==> src/inc/capture_cfg.svh <==
// Register offsets, field positions, reset values and timing constants for the capture unit
`ifndef CAPTURE_CFG_SVH
`define CAPTURE_CFG_SVH
`define OFS_CAPTURE_CONTROL 8'h00
`define OFS_CAPTURE_VALUE 8'h04
`define OFS_FLAG_REG_ONE 8'h08
`define OFS_IRQ_ENABLE 8'h0C
`define OFS_TIMER_ONE_CONTROL 8'h10
`define OFS_TIMER_THREE_CONTROL 8'h14
`define OFS_TIMER_ONE_COUNT 8'h18
`define OFS_TIMER_THREE_COUNT 8'h1C
`define OFS_PORT_C 8'h20
`define CAPTURE_FLAG_BIT 2
`define TCTL_ON_BIT 0
`define TCTL_CS_BIT 1
`define TCTL_NSYNC_BIT 2
`define TCTL_SRC_BIT 6
`define MODE_OFF 4'h0
`define MODE_CAP_FALL 4'h4
`define MODE_CAP_RISE 4'h5
`define MODE_CAP_RISE4 4'h6
`define MODE_CAP_RISE16 4'h7
`define PRESCALE_4 4'h3
`define PRESCALE_16 4'hF
`define INSTR_DIV 2'h3
`define RESP_OKAY 2'b00
`define RESP_SLVERR 2'b10
`define PORT_C_DIR_RESET 8'hFF
`endif

==> src/inc/capture_pkg.sv <==
// Types shared by the capture unit modules
package capture_pkg;
  typedef enum logic [1:0] {TIMER_MODE, SYNC_COUNTER, ASYNC_COUNTER} timer_mode_t;
  typedef enum logic {RD_IDLE, RD_RESP} rd_state_t;
  typedef enum logic [1:0] {WR_IDLE, WR_RESP} wr_state_t;
endpackage

==> src/hdl/input_capture_unit.sv <==
// Input capture unit with two timers, pin logic and AXI4-Lite registers
//
// Chosen here: the placing of the registers and the AXI4-Lite interface to the registers.
`timescale 1ns/1ns
module input_capture_unit (
  input wire logic clk_sys,
  input wire logic rst,
  input wire logic [7:0] s_axi_awaddr,
  input wire logic s_axi_awvalid,
  output logic s_axi_awready,
  input wire logic [31:0] s_axi_wdata,
  input wire logic [3:0] s_axi_wstrb,
  input wire logic s_axi_wvalid,
  output logic s_axi_wready,
  output logic [1:0] s_axi_bresp,
  output logic s_axi_bvalid,
  input wire logic s_axi_bready,
  input wire logic [7:0] s_axi_araddr,
  input wire logic s_axi_arvalid,
  output logic s_axi_arready,
  output logic [31:0] s_axi_rdata,
  output logic [1:0] s_axi_rresp,
  output logic s_axi_rvalid,
  input wire logic s_axi_rready,
  input wire logic capture_pin_in,
  output logic capture_pin_out,
  output logic capture_pin_oe,
  input wire logic timer_ext_clock_in,
  output logic timer_osc_oe,
  output logic irq
);
  import capture_pkg::*;
  `include "capture_cfg.svh"

  typedef struct packed {
    capture_pkg::wr_state_t wr;
    capture_pkg::rd_state_t rd;
    logic aw_have;
    logic w_have;
    logic [7:0] aw_addr;
    logic [31:0] w_data;
    logic [3:0] w_strb;
    logic awready;
    logic wready;
    logic arready;
    logic [1:0] bresp;
    logic [31:0] rdata;
    logic [1:0] rresp;
    logic [3:0] mode;
    logic [15:0] capture_value;
    logic flag;
    logic irq_enable;
    logic [7:0] t1_ctl;
    logic [7:0] t3_ctl;
    logic [7:0] port_latch;
    logic [7:0] port_c_direction;
    logic [3:0] prescale;
    logic pin_out;
    logic pin_oe;
    logic osc_oe;
    logic irq;
  } unit_state_t;
  unit_state_t s_reg;
  unit_state_t s_next;

  logic pin_level;
  logic pin_rise;
  logic pin_fall;
  logic ext_rise;
  logic [15:0] timer_one_count;
  logic [15:0] timer_three_count;
  logic t1_load;
  logic t3_load;
  logic do_write;
  logic [31:0] wr_val;

  // Pin value as seen by the capture logic: latch when driven, else the input
  assign pin_level = s_reg.pin_oe ? s_reg.pin_out : capture_pin_in;

  edge_sync u_pin_sync (
    .clk_sys(clk_sys),
    .rst(rst),
    .din(pin_level),
    .rise(pin_rise),
    .fall(pin_fall)
  );

  edge_sync u_ext_sync (
    .clk_sys(clk_sys),
    .rst(rst),
    .din(timer_ext_clock_in),
    .rise(ext_rise),
    .fall()
  );

  // Write strobes for direct timer loads
  assign do_write = s_reg.aw_have & s_reg.w_have & (s_reg.wr == WR_IDLE);
  assign wr_val = s_reg.w_data;
  assign t1_load = do_write & (s_reg.aw_addr == `OFS_TIMER_ONE_COUNT);
  assign t3_load = do_write & (s_reg.aw_addr == `OFS_TIMER_THREE_COUNT);

  // Both timers share clock select semantics; async mode is treated as synced
  timer16 #(.WIDTH(16)) u_timer_one (
    .clk_sys(clk_sys),
    .rst(rst),
    .enable(s_reg.t1_ctl[`TCTL_ON_BIT]),
    .clock_select(s_reg.t1_ctl[`TCTL_CS_BIT]),
    .ext_rise(ext_rise),
    .load(t1_load),
    .load_value(wr_val[15:0]),
    .count(timer_one_count)
  );

  timer16 #(.WIDTH(16)) u_timer_three (
    .clk_sys(clk_sys),
    .rst(rst),
    .enable(s_reg.t3_ctl[`TCTL_ON_BIT]),
    .clock_select(s_reg.t3_ctl[`TCTL_CS_BIT]),
    .ext_rise(ext_rise),
    .load(t3_load),
    .load_value(wr_val[15:0]),
    .count(timer_three_count)
  );

  // Capture, prescaler, registers and bus handshakes
  always_comb begin
    logic cap_mode;
    logic event_hit;
    logic flag_clr;
    logic [7:0] ra;
    s_next = s_reg;
    cap_mode = (s_reg.mode[3:2] == 2'b01);
    event_hit = 1'b0;
    flag_clr = 1'b0;
    ra = s_axi_araddr;

    // Event qualification per mode
    if (!cap_mode) begin
      s_next.prescale = 4'h0;
    end else begin
      case (s_reg.mode)
        `MODE_CAP_FALL: event_hit = pin_fall;
        `MODE_CAP_RISE: event_hit = pin_rise;
        `MODE_CAP_RISE4: begin
          if (pin_rise) begin
            s_next.prescale = s_reg.prescale + 4'h1;
            event_hit = (s_reg.prescale[1:0] == 2'(`PRESCALE_4));
          end
        end
        default: begin
          if (pin_rise) begin
            s_next.prescale = s_reg.prescale + 4'h1;
            event_hit = (s_reg.prescale == `PRESCALE_16);
          end
        end
      endcase
    end
    if (event_hit) begin
      // Overwrite without protection; timer chosen by timer three control
      s_next.capture_value = s_reg.t3_ctl[`TCTL_SRC_BIT] ? timer_three_count
                                                         : timer_one_count;
    end

    // Write channel: accept address and data in either order
    s_next.awready = 1'b0;
    s_next.wready = 1'b0;
    if (s_axi_awvalid && s_reg.awready) begin
      s_next.aw_have = 1'b1;
      s_next.aw_addr = s_axi_awaddr;
    end
    if (s_axi_wvalid && s_reg.wready) begin
      s_next.w_have = 1'b1;
      s_next.w_data = s_axi_wdata;
      s_next.w_strb = s_axi_wstrb;
    end
    case (s_reg.wr)
      WR_IDLE: begin
        s_next.awready = !s_next.aw_have && !(s_axi_awvalid && s_reg.awready);
        s_next.wready = !s_next.w_have && !(s_axi_wvalid && s_reg.wready);
        if (do_write) begin
          s_next.bresp = `RESP_OKAY;
          if (s_reg.w_strb[0]) begin
            if (s_reg.aw_addr == `OFS_CAPTURE_CONTROL) begin
              s_next.mode = wr_val[3:0];
            end else if (s_reg.aw_addr == `OFS_CAPTURE_VALUE) begin
              s_next.capture_value[7:0] = wr_val[7:0];
            end else if (s_reg.aw_addr == `OFS_FLAG_REG_ONE) begin
              flag_clr = wr_val[`CAPTURE_FLAG_BIT];
            end else if (s_reg.aw_addr == `OFS_IRQ_ENABLE) begin
              s_next.irq_enable = wr_val[`CAPTURE_FLAG_BIT];
            end else if (s_reg.aw_addr == `OFS_TIMER_ONE_CONTROL) begin
              s_next.t1_ctl = wr_val[7:0];
            end else if (s_reg.aw_addr == `OFS_TIMER_THREE_CONTROL) begin
              s_next.t3_ctl = wr_val[7:0];
            end else if (s_reg.aw_addr == `OFS_PORT_C) begin
              s_next.port_latch = wr_val[7:0];
            end else if (s_reg.aw_addr != `OFS_TIMER_ONE_COUNT &&
                         s_reg.aw_addr != `OFS_TIMER_THREE_COUNT) begin
              s_next.bresp = `RESP_SLVERR;
            end
          end
          if (s_reg.w_strb[1]) begin
            if (s_reg.aw_addr == `OFS_CAPTURE_VALUE) begin
              s_next.capture_value[15:8] = wr_val[15:8];
            end else if (s_reg.aw_addr == `OFS_PORT_C) begin
              s_next.port_c_direction = wr_val[15:8];
            end
          end
          s_next.aw_have = 1'b0;
          s_next.w_have = 1'b0;
          s_next.wr = WR_RESP;
        end
      end
      default: begin
        if (s_axi_bready) begin
          s_next.wr = WR_IDLE;
          s_next.awready = 1'b1;
          s_next.wready = 1'b1;
        end
      end
    endcase

    // Sticky flag: set beats a simultaneous clear
    if (event_hit) begin
      s_next.flag = 1'b1;
    end else if (flag_clr) begin
      s_next.flag = 1'b0;
    end

    // Read channel
    s_next.arready = 1'b0;
    case (s_reg.rd)
      RD_IDLE: begin
        s_next.arready = 1'b1;
        if (s_axi_arvalid && s_reg.arready) begin
          s_next.arready = 1'b0;
          s_next.rd = RD_RESP;
          s_next.rresp = `RESP_OKAY;
          s_next.rdata = 32'h0000_0000;
          if (ra == `OFS_CAPTURE_CONTROL) begin
            s_next.rdata[3:0] = s_reg.mode;
          end else if (ra == `OFS_CAPTURE_VALUE) begin
            s_next.rdata[15:0] = s_reg.capture_value;
          end else if (ra == `OFS_FLAG_REG_ONE) begin
            s_next.rdata[`CAPTURE_FLAG_BIT] = s_reg.flag;
          end else if (ra == `OFS_IRQ_ENABLE) begin
            s_next.rdata[`CAPTURE_FLAG_BIT] = s_reg.irq_enable;
          end else if (ra == `OFS_TIMER_ONE_CONTROL) begin
            s_next.rdata[7:0] = s_reg.t1_ctl;
          end else if (ra == `OFS_TIMER_THREE_CONTROL) begin
            s_next.rdata[7:0] = s_reg.t3_ctl;
          end else if (ra == `OFS_TIMER_ONE_COUNT) begin
            s_next.rdata[15:0] = timer_one_count;
          end else if (ra == `OFS_TIMER_THREE_COUNT) begin
            s_next.rdata[15:0] = timer_three_count;
          end else if (ra == `OFS_PORT_C) begin
            s_next.rdata[7:0] = s_reg.port_latch;
            s_next.rdata[2] = capture_pin_in;
            if (s_reg.t1_ctl[`TCTL_ON_BIT]) begin
              s_next.rdata[1:0] = 2'b00;
            end
            s_next.rdata[15:8] = s_reg.port_c_direction;
          end else begin
            s_next.rresp = `RESP_SLVERR;
          end
        end
      end
      default: begin
        if (s_axi_rready) begin
          s_next.rd = RD_IDLE;
          s_next.arready = 1'b1;
        end
      end
    endcase

    // Pin drivers and interrupt
    s_next.pin_out = s_next.port_latch[2];
    s_next.pin_oe = ~s_next.port_c_direction[2];
    s_next.osc_oe = ~s_next.t1_ctl[`TCTL_ON_BIT] & ~s_next.port_c_direction[0];
    s_next.irq = s_next.flag & s_next.irq_enable;
  end

  always_ff @(posedge clk_sys or posedge rst) begin
    if (rst) begin
      s_reg <= '0;
      s_reg.port_c_direction <= `PORT_C_DIR_RESET;
    end else begin
      s_reg <= s_next;
    end
  end

  assign s_axi_awready = s_reg.awready;
  assign s_axi_wready = s_reg.wready;
  assign s_axi_bvalid = (s_reg.wr == WR_RESP);
  assign s_axi_bresp = s_reg.bresp;
  assign s_axi_arready = s_reg.arready;
  assign s_axi_rvalid = (s_reg.rd == RD_RESP);
  assign s_axi_rdata = s_reg.rdata;
  assign s_axi_rresp = s_reg.rresp;
  assign capture_pin_out = s_reg.pin_out;
  assign capture_pin_oe = s_reg.pin_oe;
  assign timer_osc_oe = s_reg.osc_oe;
  assign irq = s_reg.irq;
endmodule // input_capture_unit

==> src/hdl/edge_sync.sv <==
// Two-flop synchroniser with rising and falling edge pulses
`timescale 1ns/1ns
module edge_sync (
  input wire logic clk_sys,
  input wire logic rst,
  input wire logic din,
  output logic rise,
  output logic fall
);
  typedef struct packed {
    logic meta;
    logic sync;
    logic last;
  } sync_state_t;
  sync_state_t s_reg;
  sync_state_t s_next;

  // Shift the pin through two flops, then keep the previous synced value
  always_comb begin
    s_next = s_reg;
    s_next.meta = din;
    s_next.sync = s_reg.meta;
    s_next.last = s_reg.sync;
  end

  always_ff @(posedge clk_sys or posedge rst) begin
    if (rst) begin
      s_reg <= '0;
    end else begin
      s_reg <= s_next;
    end
  end

  // Edges only from the synchronised copy
  assign rise = s_reg.sync & ~s_reg.last;
  assign fall = ~s_reg.sync & s_reg.last;
endmodule // edge_sync

==> src/hdl/timer16.sv <==
// 16-bit timer with instruction-rate or external-edge clocking
`timescale 1ns/1ns
module timer16 #(
  parameter int WIDTH = 16
) (
  input wire logic clk_sys,
  input wire logic rst,
  input wire logic enable,
  input wire logic clock_select,
  input wire logic ext_rise,
  input wire logic load,
  input wire logic [WIDTH-1:0] load_value,
  output logic [WIDTH-1:0] count
);
  `include "capture_cfg.svh"
  typedef struct packed {
    logic [1:0] div;
    logic [WIDTH-1:0] count;
  } timer_state_t;
  timer_state_t s_reg;
  timer_state_t s_next;

  // Advance once per instruction cycle or on each external rising edge
  always_comb begin
    s_next = s_reg;
    s_next.div = s_reg.div + 2'h1;
    if (load) begin
      s_next.count = load_value;
    end else if (enable) begin
      if (clock_select) begin
        if (ext_rise) begin
          s_next.count = s_reg.count + WIDTH'(1);
        end
      end else if (s_reg.div == `INSTR_DIV) begin
        s_next.count = s_reg.count + WIDTH'(1);
      end
    end
  end

  always_ff @(posedge clk_sys or posedge rst) begin
    if (rst) begin
      s_reg <= '0;
    end else begin
      s_reg <= s_next;
    end
  end

  assign count = s_reg.count;
endmodule // timer16

==> config.mk <==
export PLATFORM = sky130hd
export DESIGN_NAME = input_capture_unit
export DESIGN_NICKNAME = d
export VERILOG_FILES = /design/src/inc/capture_pkg.sv /design/src/hdl/input_capture_unit.sv /design/src/hdl/edge_sync.sv /design/src/hdl/timer16.sv
export VERILOG_INCLUDE_DIRS = /design/src /design/src/inc
export SDC_FILE = /design/constraint.sdc
export NUM_CORES = 1
export LEC_CHECK = 0
export CAP_MARGIN = 20
export CORE_MARGIN = 4
export CORE_UTILIZATION = 45
export CTS_BUF_LIST = sky130_fd_sc_hd__clkbuf_4 sky130_fd_sc_hd__clkbuf_8
export CTS_CLUSTER_SIZE = 16
export DETAILED_ROUTE_END_ITERATION = 8
export DONT_BUFFER_PORTS = 1
export GPL_TIMING_DRIVEN = 0
export PLACE_DENSITY = 0.72
export SLEW_MARGIN = 0
export SYNTH_ARGS = -nofsm -noshare
export SYNTH_HDL_FRONTEND = slang
export SYNTH_SLANG_ARGS = --single-unit
export TNS_END_PERCENT = 50
==> constraint.sdc <==
create_clock -name clk_sys -period 13.9 [get_ports clk_sys]
set_clock_uncertainty 0.2 [all_clocks]
set_input_delay 2.78 -clock clk_sys [delete_from_list [all_inputs] [get_ports clk_sys]]
set_output_delay 2.78 -clock clk_sys [all_outputs]
set_load 0.1 [all_outputs]
After elaboration in Yosys (flattened, before gate mapping)
Cells that the tools add are included.
{ "classes": {"n_eq_ne": 32, "bitwise": 22, "n_reduce_logical": 30, "muxes": 107, "add_sub_neg": 5} }
{ "op_table": {"columns": ["operator", "n"], "rows": [
  ["two-way mux 16 bit", 27],
  ["two-way mux 8 bit", 16],
  ["two-way mux 25 bit", 4],
  ["two-way mux 33 bit", 2],
  ["equality test 8 x 5 -> 1 bit, second input constant", 8],
  ["two-way mux 2 bit", 24],
  ["adder 16 x 1 -> 16 bit, second input constant", 2],
  ["equality test 8 x 4 -> 1 bit, second input constant", 4],
  ["two-way mux 13 bit", 2],
  ["two-way mux 24 bit", 1],
  ["two-way mux 4 bit", 6],
  ["two-way mux 1 bit", 23],
  ["equality test 8 x 3 -> 1 bit, second input constant", 2],
  ["equality test 8 x 6 -> 1 bit, second input constant", 2],
  ["logical NOT 8 bit", 2],
  ["inequality test 8 x 5 -> 1 bit, second input constant", 2],
  ["NOT 1 bit", 13],
  ["equality test 4 x 3 -> 1 bit, second input constant", 3],
  ["two-way mux 12 bit", 1],
  ["AND reduction 10 bit", 1],
  ["AND 1 bit", 9],
  ["AND reduction 9 bit", 1],
  ["AND reduction 2 bit", 4],
  ["AND reduction 8 bit", 1],
  ["17 further kinds", 36]
]} }
{ "word_totals": {"input_bits": 61, "ff_bits": 157, "wordCells": 234, "out_inout_bits": 45} }

Depth between registers and ports, before layout
Gate-level depths: netlist of run 1.
{ "depth": {"word_depth": 18, "ltp_mapped": 8, "mapped_depth_nobuf": 6} }

Cells and area by module
Synthesis of run 1 repeated with hierarchy kept, for this count alone.
{ "unflattened": {"cells_unflattened": 826, "area_unflattened_um2": 8401.8} }
{ "by_module_without_submodules": {"columns": ["module", "seq_area_each_um2", "cells_each", "area_per_inst_um2", "instances"], "rows": [
  ["input_capture_unit", 2812.7, 553, 5828.1, 1],
  ["timer16 (u_timer_three)", 450.4, 132, 1203.7, 1],
  ["timer16 (u_timer_one)", 450.4, 129, 1182.4, 1],
  ["edge_sync", 75.1, 6, 93.8, 2]
]} }

Least setup slack after synthesis of run 1
OpenSTA, ideal clock, no wires.
{ "synth_timing": {"path_type": "input-to-reg", "startpoint": "input s_axi_araddr[1]", "endpoint": "register s_reg, in the netlist s_axi_rdata[1]", "required_time_ns": 13.633, "path_buffers": 1, "path_stages": 6, "path_slack_ns": 9.348, "arrival_ns": 4.285, "setup_time_ns": 0.067, "cell_sequence": "or4_4 > buf_6 > nor4_4 > a32oi_1 > a311oi_1 > a221o_1"} }
{ "synth_between": {"elab_chain_len": 18, "word_cells_on_any_way": 26, "cone_classes": "eq/ne (8); mux (17); reduce/logical (1)"} }
{ "synth_rtl": {"columns": ["item", "line_no", "text"], "rows": [
  ["start, declared", "input_capture_unit.sv:18", "input wire logic [7:0] s_axi_araddr,"],
  ["equality test 8 x 6 -> 1 bit (no source line)", null, null],
  ["two-way mux 16 bit", "input_capture_unit.sv:256", "end else if (ra == `OFS_PORT_C) begin"],
  ["two-way mux 16 bit", "input_capture_unit.sv:254", "end else if (ra == `OFS_TIMER_THREE_COUNT) begin"],
  ["two-way mux 16 bit", "input_capture_unit.sv:252", "end else if (ra == `OFS_TIMER_ONE_COUNT) begin"],
  ["two-way mux 16 bit", "input_capture_unit.sv:250", "end else if (ra == `OFS_TIMER_THREE_CONTROL) begin"],
  ["two-way mux 16 bit", "input_capture_unit.sv:248", "end else if (ra == `OFS_TIMER_ONE_CONTROL) begin"],
  ["two-way mux 16 bit", "input_capture_unit.sv:246", "end else if (ra == `OFS_IRQ_ENABLE) begin"],
  ["two-way mux 16 bit", "input_capture_unit.sv:244", "end else if (ra == `OFS_FLAG_REG_ONE) begin"],
  ["[... 2 more ...]", null, null],
  ["two-way mux 16 bit", "input_capture_unit.sv:235", "if (s_axi_arvalid && s_reg.arready) begin"],
  ["two-way mux 16 bit", "input_capture_unit.sv:232", "case (s_reg.rd)"],
  ["two-way mux 8 bit", "input_capture_unit.sv:250", null],
  ["two-way mux 8 bit", "input_capture_unit.sv:248", null],
  ["two-way mux 4 bit", "input_capture_unit.sv:246", null],
  ["two-way mux 4 bit", "input_capture_unit.sv:244", null],
  ["two-way mux 16 bit", "input_capture_unit.sv:242", "end else if (ra == `OFS_CAPTURE_VALUE) begin"],
  ["two-way mux 4 bit (*)", "input_capture_unit.sv:240", "if (ra == `OFS_CAPTURE_CONTROL) begin"],
  ["end signal, assigned", "input_capture_unit.sv:288", "s_reg <= s_next;"],
  ["end, declared", "input_capture_unit.sv:63", "unit_state_t s_reg;"]
]} }
Mark *: on every way between the ends. The rest lies on a longest branch, timed or not. The select of a mux whose other input is x is not followed.
A chain may end at the register's enable or synchronous reset.

Final worst setup path of run 1
{ "layout_timing": {"startpoint": "input s_axi_araddr[2]", "endpoint": "register s_reg, in the netlist s_axi_rdata[4]"} }
{ "layout_between": {"elab_chain_len": 18, "word_cells_on_any_way": 26, "cone_classes": "eq/ne (8); mux (17); reduce/logical (1)"} }
{ "layout_rtl": {"columns": ["item", "line_no"], "rows": [
  ["equality test 8 x 6 -> 1 bit (no source line)", null],
  ["two-way mux 16 bit", "input_capture_unit.sv:256"],
  ["two-way mux 16 bit", "input_capture_unit.sv:254"],
  ["two-way mux 16 bit", "input_capture_unit.sv:252"],
  ["two-way mux 16 bit", "input_capture_unit.sv:250"],
  ["two-way mux 16 bit", "input_capture_unit.sv:248"],
  ["two-way mux 16 bit", "input_capture_unit.sv:246"],
  ["two-way mux 16 bit", "input_capture_unit.sv:244"],
  ["[... 2 more ...]", null],
  ["two-way mux 16 bit", "input_capture_unit.sv:235"],
  ["two-way mux 16 bit", "input_capture_unit.sv:232"],
  ["two-way mux 8 bit", "input_capture_unit.sv:250"],
  ["two-way mux 8 bit", "input_capture_unit.sv:248"],
  ["two-way mux 13 bit", "input_capture_unit.sv:246"],
  ["two-way mux 13 bit", "input_capture_unit.sv:244"],
  ["two-way mux 16 bit", "input_capture_unit.sv:242"],
  ["two-way mux 12 bit (*)", "input_capture_unit.sv:240"]
]} }
Marks and branches as above.

==> metrics.md, run 1 <==
| Metric | Value |
|---|---|
| Yosys top cell area share | `46.38%` |
| Place WS | `around 9000 ps` |
| Worst path depth | `6` |
| Initial antenna violation count | `0` |
| Via count | `between 5k and 6k` |
| Number of port buffers | `0` |
| Area used by multi-input combinational logic | `3590 sq um` |
| Core ar. | `17240 sq um` |
| # DRC | `0` |
| Crit path cell chain | `buf_2 > buf_1 > buf_1 > o21ai_0 > a211o_1 > nand3_1` |
| Slew Viols, Final | `0` |
| Worst-Skew Late Latency | `460 ps` |
| Clock Path Buffers | `2` |
| Pin count of the biggest net entering global routing | `95` |
| Critical path's slowest cell | `buf_1` |
| Finished Layout Cells | `1018` |
| Critical path's most frequent cell | `buf_1` |
| Register area share after synthesis | `about half` |
| Avg Cell Area, Syn | `10.57 sq um` |
| Final worst setup slack | `9442 ps` |
| Layout cells sized above 1 | `17.02%` |
| CTS tree | `built` |
| Worst Tran Pin Value | `959.2 ps` |
| Library cells used by synthesis | `71` |
| Synth Area in XOR/XNOR | `around 3.6%` |
| Hold_buf cts | `0` |
| Avg WL per Cell | `18.92 microns` |
| Die width | `140.3 microns` |
| Die height | `140.3 microns` |
| Crit path max-delay family | `buffers and inverters` |
| FILL cells | `1579` |
| Post-synthesis adder-cell area fraction | `0.7942%` |
| 1st-iter DRT viols | `374` |
| Final net count | `~850` |
| Setup bufs post-CTS | `0` |
| Worst setup SP type | `input pin` |
| Most numerous cell in the Yosys netlist | `dfrtp_1` |
| Antenna Cells | `0` |
| Hold Path Class | `reg -> reg` |
| EDFF count, synth | `0` |
| R2R cell count | `7` |
| Status | `completed` |
| Slew HR | `36.05%` |
| Vias in the first global route | `5561` |
| Final Cycle Share | `32.07%` |
| Final ANT Viol Nets | `0` |
| Synth Warn # | `0` |
| Arrival @ worst endpoint | `4650 ps` |
| I/O pin total | `106` |
| Via/cell ratio | `5.611` |
| Min Tclk post-route | `roughly 4500 ps` |
| #FFs+latches synth | `154` |
| First-pass GRT wire length | `slightly above 30 mm` |
| Routed WL | `19.26 mm` |
| Synth area leaders | `dfrtp_1 46%, mux2_1 5.0%, mux2_2 4.6%` |
| Rows | `between 40 and 50` |
| Area Growth Syn to Fin | `10.29%` |
| Final HPWL DP | `14.37 mm` |
| Post-synthesis mux area share | `11.86%` |
| Final setup TNS | `0 ps` |
| Total global routing overflow | `0` |
| RSZ-0062 raised after global routing | `no` |
| GRT Total Usage | `between 20% and 30%` |
| Starting Density | `45.70%` |
| Clock sinks | `154` |
| Final hold vios | `0` |
| Hold WS | `153.5 ps` |
| Simple-gate share of the synthesized area | `16.01%` |
| Maximum VDD drop | `approximately 0.14 mV` |
| Required @ worst endpoint | `approximately 14000 ps` |
| DRT Pass-1 Iters | `5` |
| Worst Path Class, Setup | `in -> reg` |
| Post-Synthesis Cells | `745` |
| Yosys top cell by area | `dfrtp_1` |
| Post-synthesis async set-or-reset flop share | `100.0%` |
| Post-synthesis cell area | `7878 sq um` |
| Post-route cell area | `8688 sq um` |
| Total die area | `slightly below 20000 sq um` |
| Dpl cell area | `8255 sq um` |
| Fmax | `224.3 MHz` |
| CTS root buf | `clkbuf_8` |
| Register Area | `3864 sq um` |
| Post-cts resize count | `0` |
| Largest family of logic cells by synthesized area | `simple AND/OR/NAND/NOR gates` |
| Clk slew on worst S/H paths | `around 70 ps` |
| Max Cap Viol | `0` |
| CP bufs+invs | `3` |
| Hold path cells | `0` |
| Setup-failing EPs final | `0` |
| CTS H-tree depth | `4` |
| Crit Path Max Fanout | `10` |
| Num CTS Buffers | `17` |
| Worst path max stage delay | `530 ps` |
| Pwr Density | `169.4 nW/um^2` |
| Compound-Gate Fraction of Synth Area | `between 10% and 20%` |
| Placed Instances | `988` |
| Max reg flops | `71` |
| Top_reg_cell synth | `dfrtp_1` |
| Crit. End Element | `flop` |
| Top post-synthesis cells by count | `146 x dfrtp_1, 71 x nor2_1, 50 x a21oi_1` |
| Gpl congestion | `around 0.96` |
| Leakage dissipation | `between 0.003 and 0.004 uW` |
layout make-up:
| class | instances | area share [%] |
|---|---|---|
| multi-input cells | 521 | 41.32 |
| inverters | 17 | 0.7921 |
| plain buffers | 70 | 4.882 |
| clock inverters | 11 | 1.973 |
| clock buffers | 19 | 3.010 |
| flip-flops and latches | 154 | 44.47 |
| well taps | 225 | 3.240 |
| repair buffers | 1 | 0.3168 |
layout by cell type, fill, tap and decap left out, types with 4 or more instances in the layout:
cell type,count
clkbuf_1,22
ha_1,5
dfstp_2,8
and3_1,4
inv_1,13
nor3_1,13
o31ai_1,17
dfrtp_1,146
buf_4,37
nand3b_1,4
mux2_2,32
o21ai_1,10
nand2_1,47
a21oi_1,50
buf_2,6
and2_1,4
a211oi_1,15
mux2i_1,18
conb_1,18
mux2_1,35
clkbuf_8,19
a22oi_1,9
nor2_1,71
xnor2_1,16
nand4_1,16
nor2b_1,19
xor2_1,16
o21ai_0,15
bufinv_16,4
nand3_1,21
a221o_1,6
cell families (layout without fill, tap and decap cells):
kind of cell | Yosys count | in the layout
AND/OR/NAND/NOR | 230 | 230
flip-flops | 154 | 154
multiplexers | 85 | 85
XOR/XNOR | 32 | 32
adder cells (fa/ha/maj) | 5 | 5
other | 1 | 18
AO/OA/AOI/OAI | 151 | 151
buffers and inverters | 87 | 118
power breakdown:
part,internal (uW),total (uW),switching (uW)
logic,138,344,206
registers,556,762,206
clock network,203,366,163
final timing paths:
kind / from / end / slack (ps)
worst max-delay path: s_axi_araddr[2] / s_axi_rdata[4] / 9440
worst min-delay path: u_ext_sync.s_next[1] / u_ext_sync.s_next[0] / 150
worst max register to register: s_reg[148] / s_reg[44] / 11110
worst min register to register: u_ext_sync.s_next[1] / u_ext_sync.s_next[0] / 150
max in group asynchronous: rst / s_reg[8] / 10610
min in group asynchronous: rst / u_timer_three.s_reg[16] / 2050
layer usage:
layer / global-route usage (%) / share of wire (%)
met4: 7.343 / 2.3
met2: 29.69 / 44
met3: 6.077 / 8.1
met1: 28.05 / 46
met5: 0 / 0
metrics by stage:
step	util [%]	power, uW
detailed placement	47.89	1112
global placement	47.71	1099
finish	50.41	1472
floorplan	-	1000
global route	50.41	1548
CTS	50.41	1479
No activity file was read; power rests on OpenSTA's default activity.
==> run 2: changes to the inputs <==
==> constraint.sdc (replaced) <==
create_clock -name clk_sys -period 4.6 [get_ports clk_sys]
set_clock_uncertainty 0.2 [all_clocks]
set_input_delay 0.92 -clock clk_sys [delete_from_list [all_inputs] [get_ports clk_sys]]
set_output_delay 0.92 -clock clk_sys [all_outputs]
set_load 0.1 [all_outputs]
==> run 2 against run 1 <==
Net effect: design area increased by 0.81%; sequential power increased to 3.0 times the previous value; final cell count increased by 0.39%; first-iteration DRC count increased by 55%; sequential share of layout area decreased by 0.36 points; worst hold slack about the same; routed wire length increased by 0.80%; utilization increased by 0.41 points; power increased to 3.1 times the previous value; die area unchanged; combinational power increased to 3.1 times the previous value; clock-buffer cell count unchanged; largest cell class unchanged; highest routed layer unchanged.
==> metrics.md, run 2 (synthesis gave the netlist of run 1 again) <==
| Metric | Value |
|---|---|
| Status | `completed` |
| Slew HR | `36.67% (+0.62 points)` |
| Setup-failing EPs final | `0 (unchanged)` |
| 1st-iter DRT viols | `581 (+55%)` |
| Fmax | `362.0 MHz` |
| Die height | `140.3 microns (unchanged)` |
| I/O pin total | `106 (unchanged)` |
| R2R cell count | `7 (unchanged)` |
| Avg WL per Cell | `19.00 microns (+0.40%)` |
| DRT Pass-1 Iters | `5 (unchanged)` |
| Crit. End Element | `flop` |
| Most common cell after layout, fill and taps aside | `dfrtp_1` |
| Register Area | `3864 sq um (unchanged)` |
| Hold Path Class | `reg -> reg` |
| First-pass GRT wire length | `30.99 mm (+0.92%)` |
| CTS H-tree depth | `4 (unchanged)` |
| CTS tree | `built` |
| CTS root buf | `clkbuf_8` |
| Setup bufs post-CTS | `0 (unchanged)` |
| Worst setup SP type | `flop` |
| Worst-Skew Late Latency | `470 ps (about the same)` |
| Area used by multi-input combinational logic | `3590 sq um (unchanged)` |
| Area Growth Syn to Fin | `11.18%` |
| Clock sinks | `154 (unchanged)` |
| Worst r2r src | `s_reg[148]` |
| Final net count | `850 (+0.24%)` |
| Worst Path Class, Setup | `reg -> reg` |
| Gpl congestion | `0.9803 (+2.1%)` |
| Rows | `48 (unchanged)` |
| Hold Startpoint | `u_pin_sync.s_next[1]` |
| Crit Reg-Reg Endpoint | `s_reg[44]` |
| Clock Path Buffers | `2 (unchanged)` |
| Hold path cells | `0 (unchanged)` |
| Initial antenna violation count | `0 (unchanged)` |
| Maximum VDD drop | `0.5397 mV (+280%)` |
| Reg2reg setup slack | `1840 ps (-9270 ps)` |
| Leakage dissipation | `0.003879 uW (+0.93%)` |
| Arrival @ worst endpoint | `2930 ps (-1720 ps)` |
| Min Tclk post-route | `2762 ps` |
| Core ar. | `17240 sq um (unchanged)` |
| Pin count of the biggest net entering global routing | `43 (-55%)` |
| Slew Viols, Final | `0 (unchanged)` |
| Crit Path Max Fanout | `10 (unchanged)` |
| Via count | `5771 (+1.0%)` |
| Total die area | `19690 sq um (unchanged)` |
| Die width | `140.3 microns (unchanged)` |
| Via/cell ratio | `5.647 (+0.64%)` |
| Post-cts resize count | `0 (unchanged)` |
| Vias in the first global route | `5632 (+1.3%)` |
| Max Cap Viol | `0 (unchanged)` |
| Number of port buffers | `0 (unchanged)` |
| Highest-count cells in the layout ignoring fill and taps | `146 x dfrtp_1, 71 x nor2_1, 50 x a21oi_1, 47 x nand2_1, 37 x buf_4` |
| Clk slew on worst S/H paths | `90 ps (+20 ps)` |
| Routed WL | `19.42 mm (+0.80%)` |
| Place WS | `1584 ps (-7441 ps)` |
| Worst Tran Pin Value | `949.9 ps (-9.328 ps)` |
| Final ANT Viol Nets | `0 (unchanged)` |
| RSZ-0062 raised after global routing | `no` |
| Total global routing overflow | `0 (unchanged)` |
| Final hold vios | `0 (unchanged)` |
| Num CTS Buffers | `17 (unchanged)` |
| Final worst setup slack | `1838 ps (-7604 ps)` |
| Final setup TNS | `0 ps (unchanged)` |
| Hold_buf cts | `0 (unchanged)` |
| Pwr Density | `519.0 nW/um^2 (+210%)` |
| # DRC | `0 (unchanged)` |
| Hold EP | `u_pin_sync.s_next[0]` |
| Max reg flops | `71 (unchanged)` |
| Starting Density | `45.70% (unchanged)` |
| Required @ worst endpoint | `4770 ps (-9330 ps)` |
| GRT Total Usage | `20.24% (+0.15 points)` |
| FILL cells | `1558 (-1.3%)` |
| Layout cells sized above 1 | `17.44% (+0.42 points)` |
| Final Cycle Share | `60.05%` |
| Antenna Cells | `0 (unchanged)` |
| Final HPWL DP | `14.55 mm (+1.3%)` |
## run 2: how the worst max path moves through the flow
stage	startpoint	to	slack, ps	depth (start not counted)
2_1_floorplan	rst	capture_pin_oe	1540	1
3_3_place_gp	rst	s_axi_rdata[9]	680	1
3_5_place_dp	s_axi_araddr[2]	s_axi_rdata[10]	1580	7
4_1_cts	s_reg[148]	s_reg[44]	1850	7
5_1_grt	s_reg[148]	s_reg[45]	1650	7
6_report	s_reg[148]	s_reg[44]	1840	7
## run 2: metrics by stage
| step | power (uW) | instance area, sq um | hold WS [ps] | util (%) | std cells |
|---|---|---|---|---|---|
| 2_1_floorplan | 3023 | 7945 | 131.2 | - | 762 |
| 3_3_place_gp | 3324 | 8227 | 132.6 | 47.73 | 987 |
| 3_5_place_dp | 3360 | 8287 | 135.6 | 48.08 | 990 |
| 4_1_cts | 4556 | 8758 | 156.5 | 50.81 | 1022 |
| 5_1_grt | 4765 | 8758 | 173.3 | 50.81 | 1022 |
| 6_report | 4546 | 8758 | 153.7 | 50.81 | 1022 |
## run 2: cell type report
type | count | area share [%]
sequential | 154 | 44.11
timing repair buffer | 3 | 0.6857
tap | 225 | 3.214
inverter | 17 | 0.7714
multi-input combinational | 521 | 40.99
clock inverter | 13 | 2.471
buffer | 70 | 4.843
clock buffer | 19 | 2.914
## run 2: metal layers
| layer | vias up | part of all wire, % | track usage (%) |
|---|---|---|---|
| met2 | 225 | 44 | 30.22 |
| li1 | 2710 | - | - |
| met4 | 0 | 2.6 | 7.649 |
| met5 | - | 0 | 0 |
| met3 | 42 | 7.8 | 5.394 |
| met1 | 2794 | 45 | 28.36 |
## run 2: worst max-delay path, cell delays in order (launching register included)
cell,delay (ps)
dfrtp_1,760
nand3b_1,430
nor2_1,210
buf_6,190
nor4b_4,450
buf_4,260
nand2_1,60
o31ai_1,100
## run 2: report_power, final
group          switching (uW)  internal, uW
Combinational             633           420
Clock                     526           672
Sequential                615          1680
